$ cat config.mk
export PLATFORM = sky130hd
export DESIGN_NAME = mfos_output_select
export DESIGN_NICKNAME = d
export VERILOG_FILES = /design/src/verilog/mfos_pkg.sv /design/src/verilog/mfos_output_select.sv /design/src/verilog/mfos_term.sv
export SDC_FILE = /design/constraint.sdc
export NUM_CORES = 1
export LEC_CHECK = 0
export BUFFER_PORTS_ARGS = -buffer_cell sky130_fd_sc_hd__buf_2
export CAP_MARGIN = 25
export CORE_ASPECT_RATIO = 1.25
export CORE_MARGIN = 3
export CORE_UTILIZATION = 40
export CTS_CLUSTER_SIZE = 24
export DETAILED_ROUTE_END_ITERATION = 12
export PLACE_DENSITY_LB_ADDON = 0.25
export SLEW_MARGIN = 20
export SYNTH_ARGS = -nofsm -noshare
export SYNTH_HDL_FRONTEND = slang
export SYNTH_SLANG_ARGS = --single-unit
$ cat constraint.sdc
create_clock -name clk -period 3.25 [get_ports clk]
set_clock_uncertainty 0.15 [all_clocks]
set_input_delay 0.325 -clock clk [delete_from_list [all_inputs] [get_ports clk]]
set_output_delay 0.325 -clock clk [all_outputs]
set_load 0.05 [all_outputs]
$ cat src/verilog/mfos_pkg.sv
`default_nettype none
package mfos_pkg;
   localparam int unsigned NUM_RELAY = 3;
   localparam int unsigned NUM_EXT = 6;
   localparam int unsigned NUM_TERM = NUM_RELAY + NUM_EXT;
   localparam int unsigned CODE_W = 7;
   localparam int unsigned COND_W = 16;
   localparam logic [6:0] CODE_MAX = 7'h45;
   localparam logic [15:0] DELAY_RESET = 16'h0000;

   // Clock and brake release delay time base
   localparam int unsigned CLK_HZ = 10_000_000;
   localparam int unsigned BRAKE_TICK_MS = 1;
   localparam int unsigned BRAKE_TICK_CYCLES = CLK_HZ / 1000 * BRAKE_TICK_MS;

   // Byte addresses on the register bus
   localparam logic [7:0] ADR_CODE0 = 8'h00;
   localparam logic [7:0] ADR_CARD = 8'h24;
   localparam logic [7:0] ADR_NC = 8'h28;
   localparam logic [7:0] ADR_STATE = 8'h2c;
   localparam logic [7:0] ADR_IRQ_STAT = 8'h30;
   localparam logic [7:0] ADR_IRQ_MASK = 8'h34;
   localparam logic [7:0] ADR_FLAGS = 8'h38;
   localparam logic [7:0] ADR_DELAY = 8'h3c;

   // Reset codes: relays 11, 1, 66; extension terminals 0
   localparam logic [CODE_W-1:0] CODE_RESET [NUM_TERM] = '{
      7'h0b, 7'h01, 7'h42, 7'h00, 7'h00, 7'h00, 7'h00, 7'h00, 7'h00};

   // Condition codes
   localparam logic [6:0] C_NONE = 7'h00;
   localparam logic [6:0] C_RUN = 7'h01;
   localparam logic [6:0] C_FREQ = 7'h02;
   localparam logic [6:0] C_TGT1 = 7'h03;
   localparam logic [6:0] C_TGT2 = 7'h04;
   localparam logic [6:0] C_ZERO = 7'h05;
   localparam logic [6:0] C_ZSTOP = 7'h06;
   localparam logic [6:0] C_OT1 = 7'h07;
   localparam logic [6:0] C_OT2 = 7'h08;
   localparam logic [6:0] C_READY = 7'h09;
   localparam logic [6:0] C_LV = 7'h0a;
   localparam logic [6:0] C_FAULT = 7'h0b;
   localparam logic [6:0] C_BRAKE = 7'h0c;
   localparam logic [6:0] C_OH = 7'h0d;
   localparam logic [6:0] C_SOFT = 7'h0e;
   localparam logic [6:0] C_PIDFB = 7'h0f;

   typedef enum logic [1:0] {
      CARD_NONE = 2'h0,
      CARD_TWO = 2'h1,
      CARD_SIX = 2'h2
   } mfos_card_type;

   localparam int unsigned CARD_TWO_OUTS = 2;
   localparam int unsigned CARD_SIX_OUTS = 6;

   typedef struct packed {
      logic running;
      logic freq_attained;
      logic target_frequency_one_hit;
      logic target_frequency_two_hit;
      logic freq_cmd_zero;
      logic overtorque_detector_one;
      logic overtorque_detector_two;
      logic powered;
      logic abnormal;
      logic undervoltage_condition;
      logic fault;
      logic fault_is_undervoltage_stop;
      logic overheat_warning;
      logic soft_brake;
      logic feedback_error;
   } mfos_status_type;

   localparam int unsigned STATUS_W = $bits(mfos_status_type);
endpackage : mfos_pkg
`default_nettype wire

$ cat src/verilog/mfos_output_select.sv
`default_nettype none
module mfos_output_select #(
   parameter int unsigned TICK_CYCLES = mfos_pkg::BRAKE_TICK_CYCLES
) (
   input wire logic clk,
   input wire logic srst,
   input wire logic wb_cyc_i,
   input wire logic wb_stb_i,
   input wire logic wb_we_i,
   input wire logic [7:0] wb_adr_i,
   input wire logic [3:0] wb_sel_i,
   input wire logic [31:0] wb_dat_i,
   output logic [31:0] wb_dat_o,
   output logic wb_ack_o,
   input wire mfos_pkg::mfos_status_type status_i,
   output logic [mfos_pkg::NUM_TERM-1:0] contact_closed,
   output logic irq
);
   localparam int unsigned NT = mfos_pkg::NUM_TERM;

   function automatic logic [31:0] lane_mask(input logic [3:0] sel);
      lane_mask = {{8{sel[3]}}, {8{sel[2]}}, {8{sel[1]}}, {8{sel[0]}}};
   endfunction : lane_mask

   function automatic logic [31:0] merge(input logic [31:0] old, input logic [31:0] dat,
                                         input logic [3:0] sel);
      merge = (old & ~lane_mask(sel)) | (dat & lane_mask(sel));
   endfunction : merge

   // Register state
   logic [mfos_pkg::CODE_W-1:0] term_code [NT];
   mfos_pkg::mfos_card_type card;
   logic [NT-1:0] nc_mask;
   logic [NT-1:0] irq_stat;
   logic [NT-1:0] irq_mask;
   logic [15:0] brake_release_delay;
   logic [NT-1:0] prev_contact;

   // Brake release timing
   logic [$clog2(TICK_CYCLES+1)-1:0] tick_cnt;
   logic [15:0] run_ms;
   logic tick;
   logic brake_release;

   // Bus decode
   logic req;
   logic wr_stb;
   logic [5:0] word_idx;
   logic hit_code;
   logic hit_card;
   logic hit_nc;
   logic hit_state;
   logic hit_istat;
   logic hit_imask;
   logic hit_flags;
   logic hit_delay;
   logic [31:0] rd_mux;
   logic [31:0] wr_merged;
   logic [31:0] wr_ones;
   logic [31:0] code_rd;
   logic code_ok;

   // Condition vector and terminal gating
   logic [mfos_pkg::COND_W-1:0] cond;
   logic [NT-1:0] term_en;
   logic [NT-1:0] change_evt;
   logic [NT-1:0] next_irq_stat;

   assign req = wb_cyc_i && wb_stb_i;
   // Write lands on the edge where ack is seen high
   assign wr_stb = req && wb_we_i && wb_ack_o;
   assign word_idx = wb_adr_i[7:2];
   assign hit_code = word_idx < 6'(NT);
   assign hit_card = wb_adr_i == mfos_pkg::ADR_CARD;
   assign hit_nc = wb_adr_i == mfos_pkg::ADR_NC;
   assign hit_state = wb_adr_i == mfos_pkg::ADR_STATE;
   assign hit_istat = wb_adr_i == mfos_pkg::ADR_IRQ_STAT;
   assign hit_imask = wb_adr_i == mfos_pkg::ADR_IRQ_MASK;
   assign hit_flags = wb_adr_i == mfos_pkg::ADR_FLAGS;
   assign hit_delay = wb_adr_i == mfos_pkg::ADR_DELAY;
   assign code_rd = hit_code ? {25'h0000000, term_code[word_idx[3:0]]} : 32'h00000000;
   assign wr_merged = merge(rd_mux, wb_dat_i, wb_sel_i);
   // Clear takes only written lanes; merging old status would clear the rest
   assign wr_ones = wb_dat_i & lane_mask(wb_sel_i);
   // codes above 69 are refused, old code kept
   assign code_ok = wb_sel_i[0] && (wb_dat_i[6:0] <= mfos_pkg::CODE_MAX) &&
                    (wb_dat_i[31:7] == 25'h0000000);

   // Unmapped words read as zero
   assign rd_mux = hit_code ? code_rd :
                   hit_card ? {30'h00000000, card} :
                   hit_nc ? {23'h000000, nc_mask} :
                   hit_state ? {23'h000000, contact_closed} :
                   hit_istat ? {23'h000000, irq_stat} :
                   hit_imask ? {23'h000000, irq_mask} :
                   hit_flags ? {17'h00000, status_i} :
                   hit_delay ? {16'h0000, brake_release_delay} :
                   32'h00000000;

   always_ff @(posedge clk) begin
      if (srst) begin
         wb_ack_o <= 1'b0;
         wb_dat_o <= 32'h00000000;
      end else begin
         wb_ack_o <= req && !wb_ack_o;
         wb_dat_o <= (req && !wb_ack_o && !wb_we_i) ? rd_mux : 32'h00000000;
      end
   end

   generate
      for (genvar i = 0; i < NT; i++) begin : g_code
         always_ff @(posedge clk) begin
            if (srst) begin
               term_code[i] <= mfos_pkg::CODE_RESET[i];
            end else if (wr_stb && hit_code && word_idx == 6'(i) && code_ok) begin
               term_code[i] <= wb_dat_i[6:0];
            end
         end
      end
   endgenerate

   always_ff @(posedge clk) begin
      if (srst) begin
         card <= mfos_pkg::CARD_NONE;
         nc_mask <= '0;
         irq_mask <= '0;
         brake_release_delay <= mfos_pkg::DELAY_RESET;
      end else if (wr_stb) begin
         // Unknown card codes are refused
         if (hit_card && wb_sel_i[0] && wb_dat_i[31:2] == 30'h00000000 &&
             wb_dat_i[1:0] != 2'h3) begin
            card <= mfos_pkg::mfos_card_type'(wb_dat_i[1:0]);
         end
         if (hit_nc) begin
            nc_mask <= wr_merged[NT-1:0];
         end
         if (hit_imask) begin
            irq_mask <= wr_merged[NT-1:0];
         end
         if (hit_delay) begin
            brake_release_delay <= wr_merged[15:0];
         end
      end
   end

   // run time counted in milliseconds, saturating
   assign tick = tick_cnt == ($bits(tick_cnt))'(TICK_CYCLES - 1);

   always_ff @(posedge clk) begin
      if (srst || !status_i.running) begin
         tick_cnt <= '0;
         run_ms <= 16'h0000;
      end else begin
         tick_cnt <= tick ? '0 : tick_cnt + 1'b1;
         if (tick && run_ms != 16'hffff) begin
            run_ms <= run_ms + 16'h0001;
         end
      end
   end

   assign brake_release = status_i.running && (run_ms > brake_release_delay);

   assign cond[mfos_pkg::C_RUN[3:0]] = status_i.running;
   assign cond[mfos_pkg::C_FREQ[3:0]] = status_i.freq_attained;
   assign cond[mfos_pkg::C_TGT1[3:0]] = status_i.target_frequency_one_hit;
   assign cond[mfos_pkg::C_TGT2[3:0]] = status_i.target_frequency_two_hit;
   assign cond[mfos_pkg::C_ZERO[3:0]] = status_i.freq_cmd_zero && status_i.running;
   assign cond[mfos_pkg::C_ZSTOP[3:0]] = status_i.freq_cmd_zero || !status_i.running;
   assign cond[mfos_pkg::C_OT1[3:0]] = status_i.overtorque_detector_one;
   assign cond[mfos_pkg::C_OT2[3:0]] = status_i.overtorque_detector_two;
   assign cond[mfos_pkg::C_READY[3:0]] = status_i.powered && !status_i.abnormal;
   assign cond[mfos_pkg::C_LV[3:0]] = status_i.undervoltage_condition;
   assign cond[mfos_pkg::C_FAULT[3:0]] = status_i.fault &&
                                         !status_i.fault_is_undervoltage_stop;
   assign cond[mfos_pkg::C_BRAKE[3:0]] = brake_release;
   assign cond[mfos_pkg::C_OH[3:0]] = status_i.overheat_warning;
   assign cond[mfos_pkg::C_SOFT[3:0]] = status_i.soft_brake;
   assign cond[mfos_pkg::C_PIDFB[3:0]] = status_i.feedback_error;
   assign cond[mfos_pkg::C_NONE[3:0]] = 1'b0;

   // Relays always act; extension terminals per fitted card
   generate
      for (genvar i = 0; i < NT; i++) begin : g_term
         if (i < mfos_pkg::NUM_RELAY) begin : g_relay
            assign term_en[i] = 1'b1;
         end else begin : g_ext
            assign term_en[i] =
               (card == mfos_pkg::CARD_TWO &&
                (i - mfos_pkg::NUM_RELAY) < mfos_pkg::CARD_TWO_OUTS) ||
               (card == mfos_pkg::CARD_SIX &&
                (i - mfos_pkg::NUM_RELAY) < mfos_pkg::CARD_SIX_OUTS);
         end

         mfos_term u_term (
            .clk(clk),
            .srst(srst),
            .cond(cond),
            .code(term_code[i]),
            .enable(term_en[i]),
            .normally_closed(nc_mask[i]),
            .contact_closed(contact_closed[i])
         );
      end
   endgenerate

   // Any contact change is an event; set wins over clear
   assign change_evt = contact_closed ^ prev_contact;
   assign next_irq_stat = change_evt |
                          (irq_stat & ~((wr_stb && hit_istat) ? wr_ones[NT-1:0] : '0));

   always_ff @(posedge clk) begin
      if (srst) begin
         prev_contact <= '0;
         irq_stat <= '0;
         irq <= 1'b0;
      end else begin
         prev_contact <= contact_closed;
         irq_stat <= next_irq_stat;
         irq <= |(next_irq_stat & irq_mask);
      end
   end
endmodule : mfos_output_select
`default_nettype wire

$ cat src/verilog/mfos_term.sv
`default_nettype none
module mfos_term (
   input wire logic clk,
   input wire logic srst,
   input wire logic [mfos_pkg::COND_W-1:0] cond,
   input wire logic [mfos_pkg::CODE_W-1:0] code,
   input wire logic enable,
   input wire logic normally_closed,
   output logic contact_closed
);
   logic in_range;
   logic active;
   logic next_contact;

   // Codes past the condition table count as inactive here; the contact then shows normally_closed
   assign in_range = code < 7'(mfos_pkg::COND_W);
   assign active = in_range && enable && cond[code[3:0]];
   assign next_contact = active ^ normally_closed;

   always_ff @(posedge clk) begin
      if (srst) begin
         contact_closed <= 1'b0;
      end else begin
         contact_closed <= next_contact;
      end
   end
endmodule : mfos_term
`default_nettype wire
==> results of run 1 <==
==> cell usage after synthesis (18+ instances only) <==
cell type    n  area share [%]
nand3_1     24             1.2
xor2_1      25             2.1
mux4_2      32             7.0
nand2b_1    24             1.5
edfxtp_1    63              18
nor2b_1     31             1.9
clkbuf_1    48             1.8
a211oi_1    24             1.8
nand4_1     18             1.1
ha_1        19             2.3
mux2i_1     23             2.2
a21oi_1     39             1.9
inv_1       59             2.2
mux2_2      20             2.2
buf_4       30             2.2
nand2_1     88             3.2
dfxtp_1    111              22
nor2_1     137             5.0
o21ai_0     65             3.2
==> worst max-delay path: stages <==
cell and delay (ns):
dlygate4sd3_1 0.53, buf_2 0.13, nor4_1 0.26, nand4_1 0.29, or4_4 0.62, nor2_4 0.18, nand2_1 0.20, nand2b_1 0.31
==> kinds of logic (layout without fill, tap and decap cells) <==
group / after synthesis / in the layout / synth area share (%)
muxes: 77 / 77 / 11.7
DFF: 174 / 174 / 40.1
other: 1 / 16 / 0.0365
buffers and inverters: 155 / 220 / 6.90
xor gates and xnor gates: 33 / 33 / 2.82
AOI/OAI and AO/OA: 218 / 218 / 14.0
and+or+nand+nor: 434 / 434 / 22.2
adders and majority gates: 19 / 19 / 2.32
==> registers in the layout, summed over array words and instances (netlist names) <==
| register | cells |
|---|---|
| wb_dat_o | 16 |
| irq_mask | 9 |
| card | 2 |
| nc_mask | 9 |
| run_ms | 16 |
| irq_stat | 9 |
| irq | 1 |
| wb_ack_o | 1 |
| brake_release_delay | 16 |
| g_term.u_term.contact_closed | 9 |
| prev_contact | 9 |
| tick_cnt | 14 |
| term_code | 63 |
==> through the flow <==
step                cells  power [uW]  utilization, %  area, sq um
CTS                  1521        4940            46.6        11600
global placement     1486        2850            44.0        11000
finish               1521        4930            46.6        11600
detailed placement   1486        2850            44.0        11000
global route         1521        5070            46.6        11600
floorplan            1126        2680               -        10300
==> power breakdown <==
part           internal, uW  switching, uW
Combinational           165            322
Sequential             2290           41.8
Clock                  1190            930
Total                  3640           1290
==> routing by layer <==
metal,GRT usage [%],vias up
met1,28.1,4224
met3,3.16,79
met4,11.6,0
met2,39.3,370
met5,0,-
li1,-,4136
==> cell type report <==
cell class                      instances  area [sq um]
Timing Repair Buffer                  127           741
Sequential cell                       174          4110
Multi-Input combinational cell        797          5500
Clock inverter                         12           118
Tap cell                              330           413
Inverter                               61           229
Fill cell                            2379         13300
Clock buffer                           20           489
==> timing repair <==
| item | 4_1_cts | 5_1_grt |
|---|---|---|
| hold endpoints to repair | 2 | 0 |
| hold buffers | 3 | 0 |
| buffers inserted | 0 | 0 |
==> worst min path at each step <==
stage	depth (start not counted)	to	start
2_1_floorplan	1	wb_ack_o	srst
3_3_place_gp	2	brake_release_delay[15]	brake_release_delay[15]
3_5_place_dp	2	brake_release_delay[15]	brake_release_delay[15]
4_1_cts	3	brake_release_delay[15]	wb_sel_i[1]
5_1_grt	3	brake_release_delay[15]	wb_sel_i[1]
6_report	3	brake_release_delay[15]	wb_sel_i[1]
==> run summary, run 1 <==
Final period utilization - 88.4%
R2r startpoint - brake_release_delay[11]
Max-slew violations - 0
H-tree depth - 4
Initial DRC count - 607
Worst slew margin - 53.8%
Vias per inst - 5.79
CP max FO - 8
Std cell rows - 64
Critical path arrival - 2.84 ns
Peak supply drop - 367 uV
Number of CTS-inserted buffers - 17
Antenna Violating Nets Remaining - 0
Cells after Synth - 1111
YS warnings - 0
Seq cells post-synth - 174
DIE HEIGHT - 185 um
Reg-to-Reg End - g_term[6].u_term.contact_closed
Post-synthesis sequential area ratio - 40.1%
Crit start category - input port
CTS clk-pin slew, worst paths - 0.07 ns
Share of cells above drive strength 1 - 19.5%
Post-route setup slack - 0.377 ns
Setup CP Type - input port to register
Synthesis-to-finish area growth - 13.0%
Met3 wire len - 1940 um
Slew at the pin closest to its max-slew limit - 0.694 ns
Routed WL - 31800 um
CTS root buf - clkbuf_16
Core ar. - 24900 sq um
CP Capture Type - register
Final hold slack - 0.0909 ns
Detail Route met2 WL - 15700 um
Tot GR Track Use - 22.9%
Initial antenna violation count - 0
Final TNS setup - 0 ns
DR WL/cell - 20.9 um
FFs w/ async S/R, synth - 0%
CTS tree - built
Leakage - 0.00434 uW
Grt ovf - 0
Uppermost routed layer - met4
Pwr dens - 425 nW/um^2
Crit path to - term_code[3][2]
Largest net degree at the start of global routing - 51
DP Worst Slack - 0.423 ns
Chip Width - 149 um
Initial DRT Pass Iterations - 5
Starting density of the core - 41.2%
Worst path required time - 3.22 ns
Cts repair resizes - 0
R2R cell count - 10
# setup viols final - 0
Vias in the first global route - 8480
RSZ-0062 raised after global routing - false
Most frequent cells in the layout - 137 x nor2_1, 111 x dfxtp_1, 88 x nand2_1, 88 x buf_2, 65 x o21ai_0
Most common cell after layout, fill and taps aside - nor2_1
Final Net Count - 1261
# diodes - 0
Clock buffer depth - 2
Avg Cell Area, Syn - 9.24 sq um
Via count - 8809
M1 WL - 12700 um
Worst setup path startpoint - wb_dat_i[15]
Fmax - 348 MHz
First-pass GRT wire length - 48200 um
HPWL after detailed placement - 23600 um
Synth cell types - 71
Mapped Area - 10300 sq um
DRC Markers - 0
# IOs - 107
Clk_lat worst skew - 0.45 ns
Die area - 27600 sq um
Hold Path Class - input port to register
Final Hold Viols - 0
Max-cap violations - 0
Status - finished, final reports clean
Post-synth EDFFs - 63
Setup slack, reg-to-reg - 0.44 ns
Most common flop cell mapped by yosys - dfxtp_1
IO buf count - 88
Period minus WS final - 2.87 ns
Global placer's final weighted congestion - 0.903
CTS sink count - 174
Note: power is estimated with default switching activity, not from simulation.
==> run 2, diff against run 1 <==
--- a/config.mk
+++ b/config.mk
@@ -5,6 +5,7 @@
 export SDC_FILE = /design/constraint.sdc
 export NUM_CORES = 1
 export LEC_CHECK = 0
+export ABC_AREA = 1
 export BUFFER_PORTS_ARGS = -buffer_cell sky130_fd_sc_hd__buf_2
 export CAP_MARGIN = 25
 export CORE_ASPECT_RATIO = 1.25
==> run 2 against run 1 <==
  * Via count up 16%
  * First-iteration DRC count rose by 47%
  * Count of clock-buffer cells in the layout increased by 1
  * Non-clock buffer count shrank 18
  * Highest routed layer unchanged
  * Die area up 0.52%
  * Sequential cell count did not move
  * Sequential share of layout area fell by 0.12 points
  * Largest power group unchanged
  * Power shrank 2.2%
  * Largest cell class unchanged
  * Hold slack worse by 0.056 ns
  * Global-route usage increased by 1.8 points
  * Sequential power about the same
  * Routed wire length up 7.9%
==> run summary, run 2 <==
Max-slew violations - 0
# diodes - 0
Most common cell on crit path - nand2_1
Std cell rows - 65
Postcts setup bufs - 0
Post-synthesis sequential area ratio - 39.9%
Via count - 10200
Hold_buf cts - 2
Cts repair resizes - 0
Top reg by flops - term_code
Crit path buf inv count - 1
Hold Path Class - input port to register
Fmax - 375 MHz
Initial DRC count - 893
Final Net Count - 1646
Die area - 27800 sq um
Peak supply drop - 255 uV
Share of cells above drive strength 1 - 10.9%
Sequential power share - 47.8%
Clock network power share - 42.8%
Cells after Synth - 1480
Clock buffer depth - 2
RSZ-0062 raised after global routing - false
Period minus WS final - 2.66 ns
CTS root buf - clkbuf_16
Core ar. - 25300 sq um
Routed WL - 34300 um
CTS clk-pin slew, worst paths - 0.07 ns
R2r startpoint - brake_release_delay[15]
CTS tree - built
Net switching power figure - 1240 uW
HPWL after detailed placement - 26000 um
Leakage - 0.00493 uW
Min-delay src - wb_dat_i[13]
Grt ovf - 0
Antenna Violating Nets Remaining - 0
Final TNS setup - 0 ns
Largest net degree at the start of global routing - 49
IO buf count - 88
Tot GR Track Use - 24.7%
Final Hold Viols - 0
Slew at the pin closest to its max-slew limit - 0.937 ns
Seq cells post-synth - 174
CTS sink count - 174
Synth cell types - 48
Status - finished, final reports clean
Sw frac - 25.7%
Number of CTS-inserted buffers - 17
Most common cell in the netlist - nand2_1
Reg-to-Reg End - g_term[2].u_term.contact_closed
Most common flop cell mapped by yosys - dfxtp_1
Delay-heaviest family, CP - simple AND/OR/NAND/NOR gates
H-tree depth - 4
# IOs - 107
Crit path cell chain - inv_1 > ha_1 > a21o_1 > nor2_1 > nand4_1 > nand3_1 > nand2_1 > nand2_1 > nand2_1 > nand3_1 > nand2_1 > nor2_1
Avg Cell Area, Syn - 6.97 sq um
Crit start category - register
Initial DRT Pass Iterations - 5
Starting density of the core - 40.8%
Worst hold path endpoint - brake_release_delay[13]
# setup viols final - 0
Clk_lat worst skew - 0.44 ns
Final period utilization - 82.0%
Initial antenna violation count - 0
DIE HEIGHT - 186 um
DR WL/cell - 18.0 um
Slowest CP cell - nand4_1
Largest stage delay on the critical path - 0.56 ns
Synth area leader - dfxtp_1
Vias in the first global route - 9553
Critical path arrival - 2.86 ns
Vias per inst - 5.37
Mapped Area - 10300 sq um
YS warnings - 0
Max reg flops - 63
Pwr dens - 414 nW/um^2
Global placer's final weighted congestion - 1.01
Most common cell after layout, fill and taps aside - nand2_1
Worst slew margin - 37.2%
Synthesis-to-finish area growth - 12.8%
CP Capture Type - register
Top cells by area, synth - dfxtp_1 22%, edfxtp_1 18%, nand2_1 13%
First-pass GRT wire length - 52400 um
DRC Markers - 0
Int Pwr - 3580 uW
Most instantiated cells after synthesis - 347 x nand2_1, 174 x nor2_1, 168 x inv_1
R2R cell count - 12
Most frequent cells in the layout - 347 x nand2_1, 174 x nor2_1, 170 x inv_1
Total power - 4820 uW
Setup slack, reg-to-reg - 0.59 ns
FFs w/ async S/R, synth - 0%
Top cell type's share of synthesized area - 21.5%
Gate power share - 9.3%
WHS Path Cells - 3
Worst path required time - 3.44 ns
Max-cap violations - 0
Chip Width - 150 um
Post-synth EDFFs - 63
CP max FO - 9
Setup CP Type - register to register
run 2: changes by cell type after synthesis, sizes merged, moves of 31 or more:
cell	previous run	this run
a21oi	39	144
o21ai	69	112
nor2b	31	0
nand3	24	117
nor2	139	186
inv	60	174
mux4	32	0
nand2	93	351
run 2: cell type report:
| class | count | area (sq um) |
|---|---|---|
| clock buffer | 21 | 472 |
| tap | 335 | 419 |
| multi-input combinational | 1069 | 5200 |
| inverter | 192 | 722 |
| fill | 2596 | 13600 |
| sequential | 174 | 4110 |
| clock inverter | 10 | 113 |
| timing repair buffer | 109 | 603 |
run 2: power groups by stage:
stage / combinational [uW] / sequential, uW / clock (uW)
finish: 449 / 2310 / 2070
global route: 483 / 2310 / 2180
CTS: 441 / 2310 / 2080
detailed placement: 439 / 2350 / 0
global placement: 435 / 2350 / 0
floorplan: 282 / 2340 / 0
run 2: per-stage QoR:
step                      std cells  setup slack, ns  instance area [sq um]  utilization [%]  hold slack [ns]
after floorplan                1495            0.806                  10400                -            0.262
after global placement         1877            0.541                  11000             43.6            0.286
after detailed placement       1877            0.508                  11000             43.6            0.296
after CTS                      1910            0.580                  11600             46.0           0.0293
after global routing           1910            0.335                  11600             46.0           0.0503
final                          1910            0.585                  11600             46.0           0.0349
run 2: cell families (layout without fill, tap and decap cells):
group,Yosys count,after routing,synth area share (%)
other,1,16,0.0363
buffers and inverters,252,332,10.3
AO/OA/AOI/OAI,303,303,15.8
XOR/XNOR,20,20,1.70
adder cells (fa/ha/maj),19,19,2.30
flip-flops,174,174,39.9
AND/OR/NAND/NOR,711,711,30.0
run 2: worst max-delay path by stage:
stage / depth (start not counted) / startpoint / end / slack, ns
after detailed placement: 9 / wb_sel_i[0] / term_code[1][4] / 0.51
after floorplan: 8 / wb_ack_o / term_code[0][0] / 0.81
final: 12 / brake_release_delay[15] / g_term[2].u_term.contact_closed / 0.59
after global placement: 9 / wb_sel_i[0] / term_code[1][6] / 0.54
after global routing: 14 / brake_release_delay[15] / g_term[5].u_term.contact_closed / 0.34
after CTS: 12 / brake_release_delay[15] / g_term[2].u_term.contact_closed / 0.58
run 2: routing by layer:
| metal | routed length, um | global-route usage (%) | share of wire [%] | up-vias |
|---|---|---|---|---|
| li1 | - | - | - | 5011 |
| met3 | 2660 | 3.85 | 7.8 | 109 |
| met2 | 16400 | 42.9 | 48 | 469 |
| met5 | 0 | 0 | 0 | - |
| met4 | 1790 | 12.4 | 5.2 | 0 |
| met1 | 13400 | 29.6 | 39 | 4659 |
run 2: worst reg2reg max path: stages (launching register included):
cell	delay [ns]
dfxtp_1	0.33
inv_1	0.09
ha_1	0.32
a21o_1	0.18
nor2_1	0.18
nand4_1	0.56
nand3_1	0.24
nand2_1	0.07
nand2_1	0.05
nand2_1	0.09
nand3_1	0.08
nand2_1	0.05
nor2_1	0.19
==> run 3, diff against run 2 <==
==> constraint.sdc (replaced) <==
create_clock -name clk -period 2.54 [get_ports clk]
set_clock_uncertainty 0.15 [all_clocks]
set_input_delay 0.254 -clock clk [delete_from_list [all_inputs] [get_ports clk]]
set_output_delay 0.254 -clock clk [all_outputs]
set_load 0.05 [all_outputs]
==> run 3 against run 2 <==
  * Largest cell class unchanged
  * Design area up 4.2%
  * Non-clock buffer count up 63
  * Sequential power up 28%
  * Register-to-register slack worse by 0.39 ns
  * Final cell count up 3.3%
  * Combinational power up 37%
  * Largest power group unchanged
  * Utilization up 1.9 points
==> run summary, run 3 (synthesis gave the netlist of run 2 again) <==
Top reg by flops - term_code
Chip Width - 150 um
Clk_lat worst skew - 0.45 ns
Largest stage delay on the critical path - 0.54 ns
Core ar. - 25300 sq um
Worst setup path startpoint - wb_dat_i[11]
CTS sink count - 174
CTS tree - built
Std cell rows - 65
IO buf count - 88
Routed WL - 35300 um
Share of cells above drive strength 1 - 14.7%
Critical path arrival - 2.46 ns
Leakage - 0.00521 uW
RSZ-0062 raised after global routing - false
Global placer's final weighted congestion - 0.962
DR WL/cell - 17.9 um
Non-Filler Instances - 1973
Status - finished, final reports clean
Tot GR Track Use - 25.3%
Final Hold Viols - 0
Period minus WS final - 2.49 ns
Crit start category - input port
H-tree depth - 4
Initial antenna violation count - 0
Crit path to - term_code[2][1]
Vias in the first global route - 9815
Starting density of the core - 40.8%
Max reg flops - 63
Total power - 6140 uW
Final period utilization - 97.9%
# setup viols final - 0
Largest net degree at the start of global routing - 48
Slowest CP cell - dlygate4sd3_1
Worst path required time - 2.51 ns
CP Capture Type - register
CTS root buf - clkbuf_16
Clock buffer depth - 2
Number of CTS-inserted buffers - 17
Pwr dens - 506 nW/um^2
Final TNS setup - 0 ns
DRC Markers - 0
Reg-to-Reg End - term_code[2][1]
# IOs - 107
Most common cell after layout, fill and taps aside - nand2_1
Most common cell on crit path - nand2_1
Peak supply drop - 311 uV
DIE HEIGHT - 186 um
HPWL after detailed placement - 27100 um
# diodes - 0
Most frequent cells in the layout - 341 x nand2_1, 172 x nor2_1, 168 x inv_1
FF+latch area - 4110 sq um
Die area - 27800 sq um
CTS clk-pin slew, worst paths - 0.07 ns
# fillers - 2559
CP max FO - 8
Initial DRT Pass Iterations - 5
Initial DRC count - 825
Max-cap violations - 0
Worst slew margin - 51.6%
Max-slew violations - 0
Slew at the pin closest to its max-slew limit - 0.724 ns
Final Net Count - 1709
Setup slack, reg-to-reg - 0.20 ns
Placed Cells - 1930
Footprint of the multi-input gates - 5230 sq um
Fmax - 402 MHz
R2R cell count - 9
First-pass GRT wire length - 53800 um
Grt ovf - 0
Synthesis-to-finish area growth - 17.5%
Hold Path Class - input port to register
Via count - 10500
R2r startpoint - wb_ack_o
Antenna Violating Nets Remaining - 0
Crit path cell chain - dlygate4sd3_1 > buf_2 > nor4_1 > nand4_1 > nor2_1 > buf_4 > nand3_2 > nor2_4 > nand2_1 > nand2_1
Setup CP Type - input port to register
Vias per inst - 5.32
Final hold slack - 0.0120 ns
## run 3: changes by cell type in the layout (fill, tap and decap cells not counted), moves of 3 or more
cell           before  now
inv_4               0    3
nand2_1           347  341
nand2_2             2    8
dlygate4sd3_1       2    9
buf_4              19   75
## run 3: report_power, final
part / switching, uW / leakage (uW) / internal, uW / total [uW]
sequential: 35.7 / 0.00153 / 2920 / 2950
clock: 1180 / 0.000272 / 1390 / 2570
combinational: 446 / 0.00341 / 167 / 613
total: 1670 / 0.00521 / 4470 / 6140
## run 3: what timing repair did
action,in CTS,in global routing
gates resized for setup,1,8
setup buffers,0,3
hold buffers,9,0
setup endpoints to repair,9,60
hold endpoints to repair,8,0
## run 3: worst min path at each step
| stage | from | end | cells after the start |
|---|---|---|---|
| floorplan | srst | wb_ack_o | 1 |
| CTS | status_i[13] | wb_dat_o[13] | 3 |
| global placement | tick_cnt[0] | tick_cnt[0] | 1 |
| finish | status_i[13] | wb_dat_o[13] | 3 |
| global route | status_i[11] | wb_dat_o[11] | 3 |
| detailed placement | tick_cnt[0] | tick_cnt[0] | 1 |
## run 3: area by class of cell
type                       count  share of cell area [%]
clock inverter                11                   0.887
multi-input combinational   1069                    43.1
inverter                     192                    5.95
tap                          335                    3.46
clock buffer                  20                    3.69
timing repair buffer         172                    9.02
sequential                   174                    33.9
## run 3: per-layer routing
metal	vias to the layer above	share of wire, %	track usage (%)	wire length [um]
met5	-	0	0	0
met4	0	4.7	12.5	1670
met3	107	6.4	3.34	2280
met2	465	49	44.4	17100
met1	4786	40	30.6	14200
li1	5137	-	-	-
## run 3: metrics by stage
step | utilization [%] | worst slack (ns) | area, sq um
2_1_floorplan | - | 0.0960 | 10400
3_3_place_gp | 45.2 | -0.0102 | 11400
3_5_place_dp | 45.2 | -0.0748 | 11400
4_1_cts | 47.8 | 0.0219 | 12100
5_1_grt | 48.0 | 0.00591 | 12100
6_report | 48.0 | 0.0537 | 12100
## run 3: critical path: cells and delay by family
kind / cells / cell delay (ns)
buffers and inverters: 3 / 0.83
and+or+nand+nor: 7 / 1.35
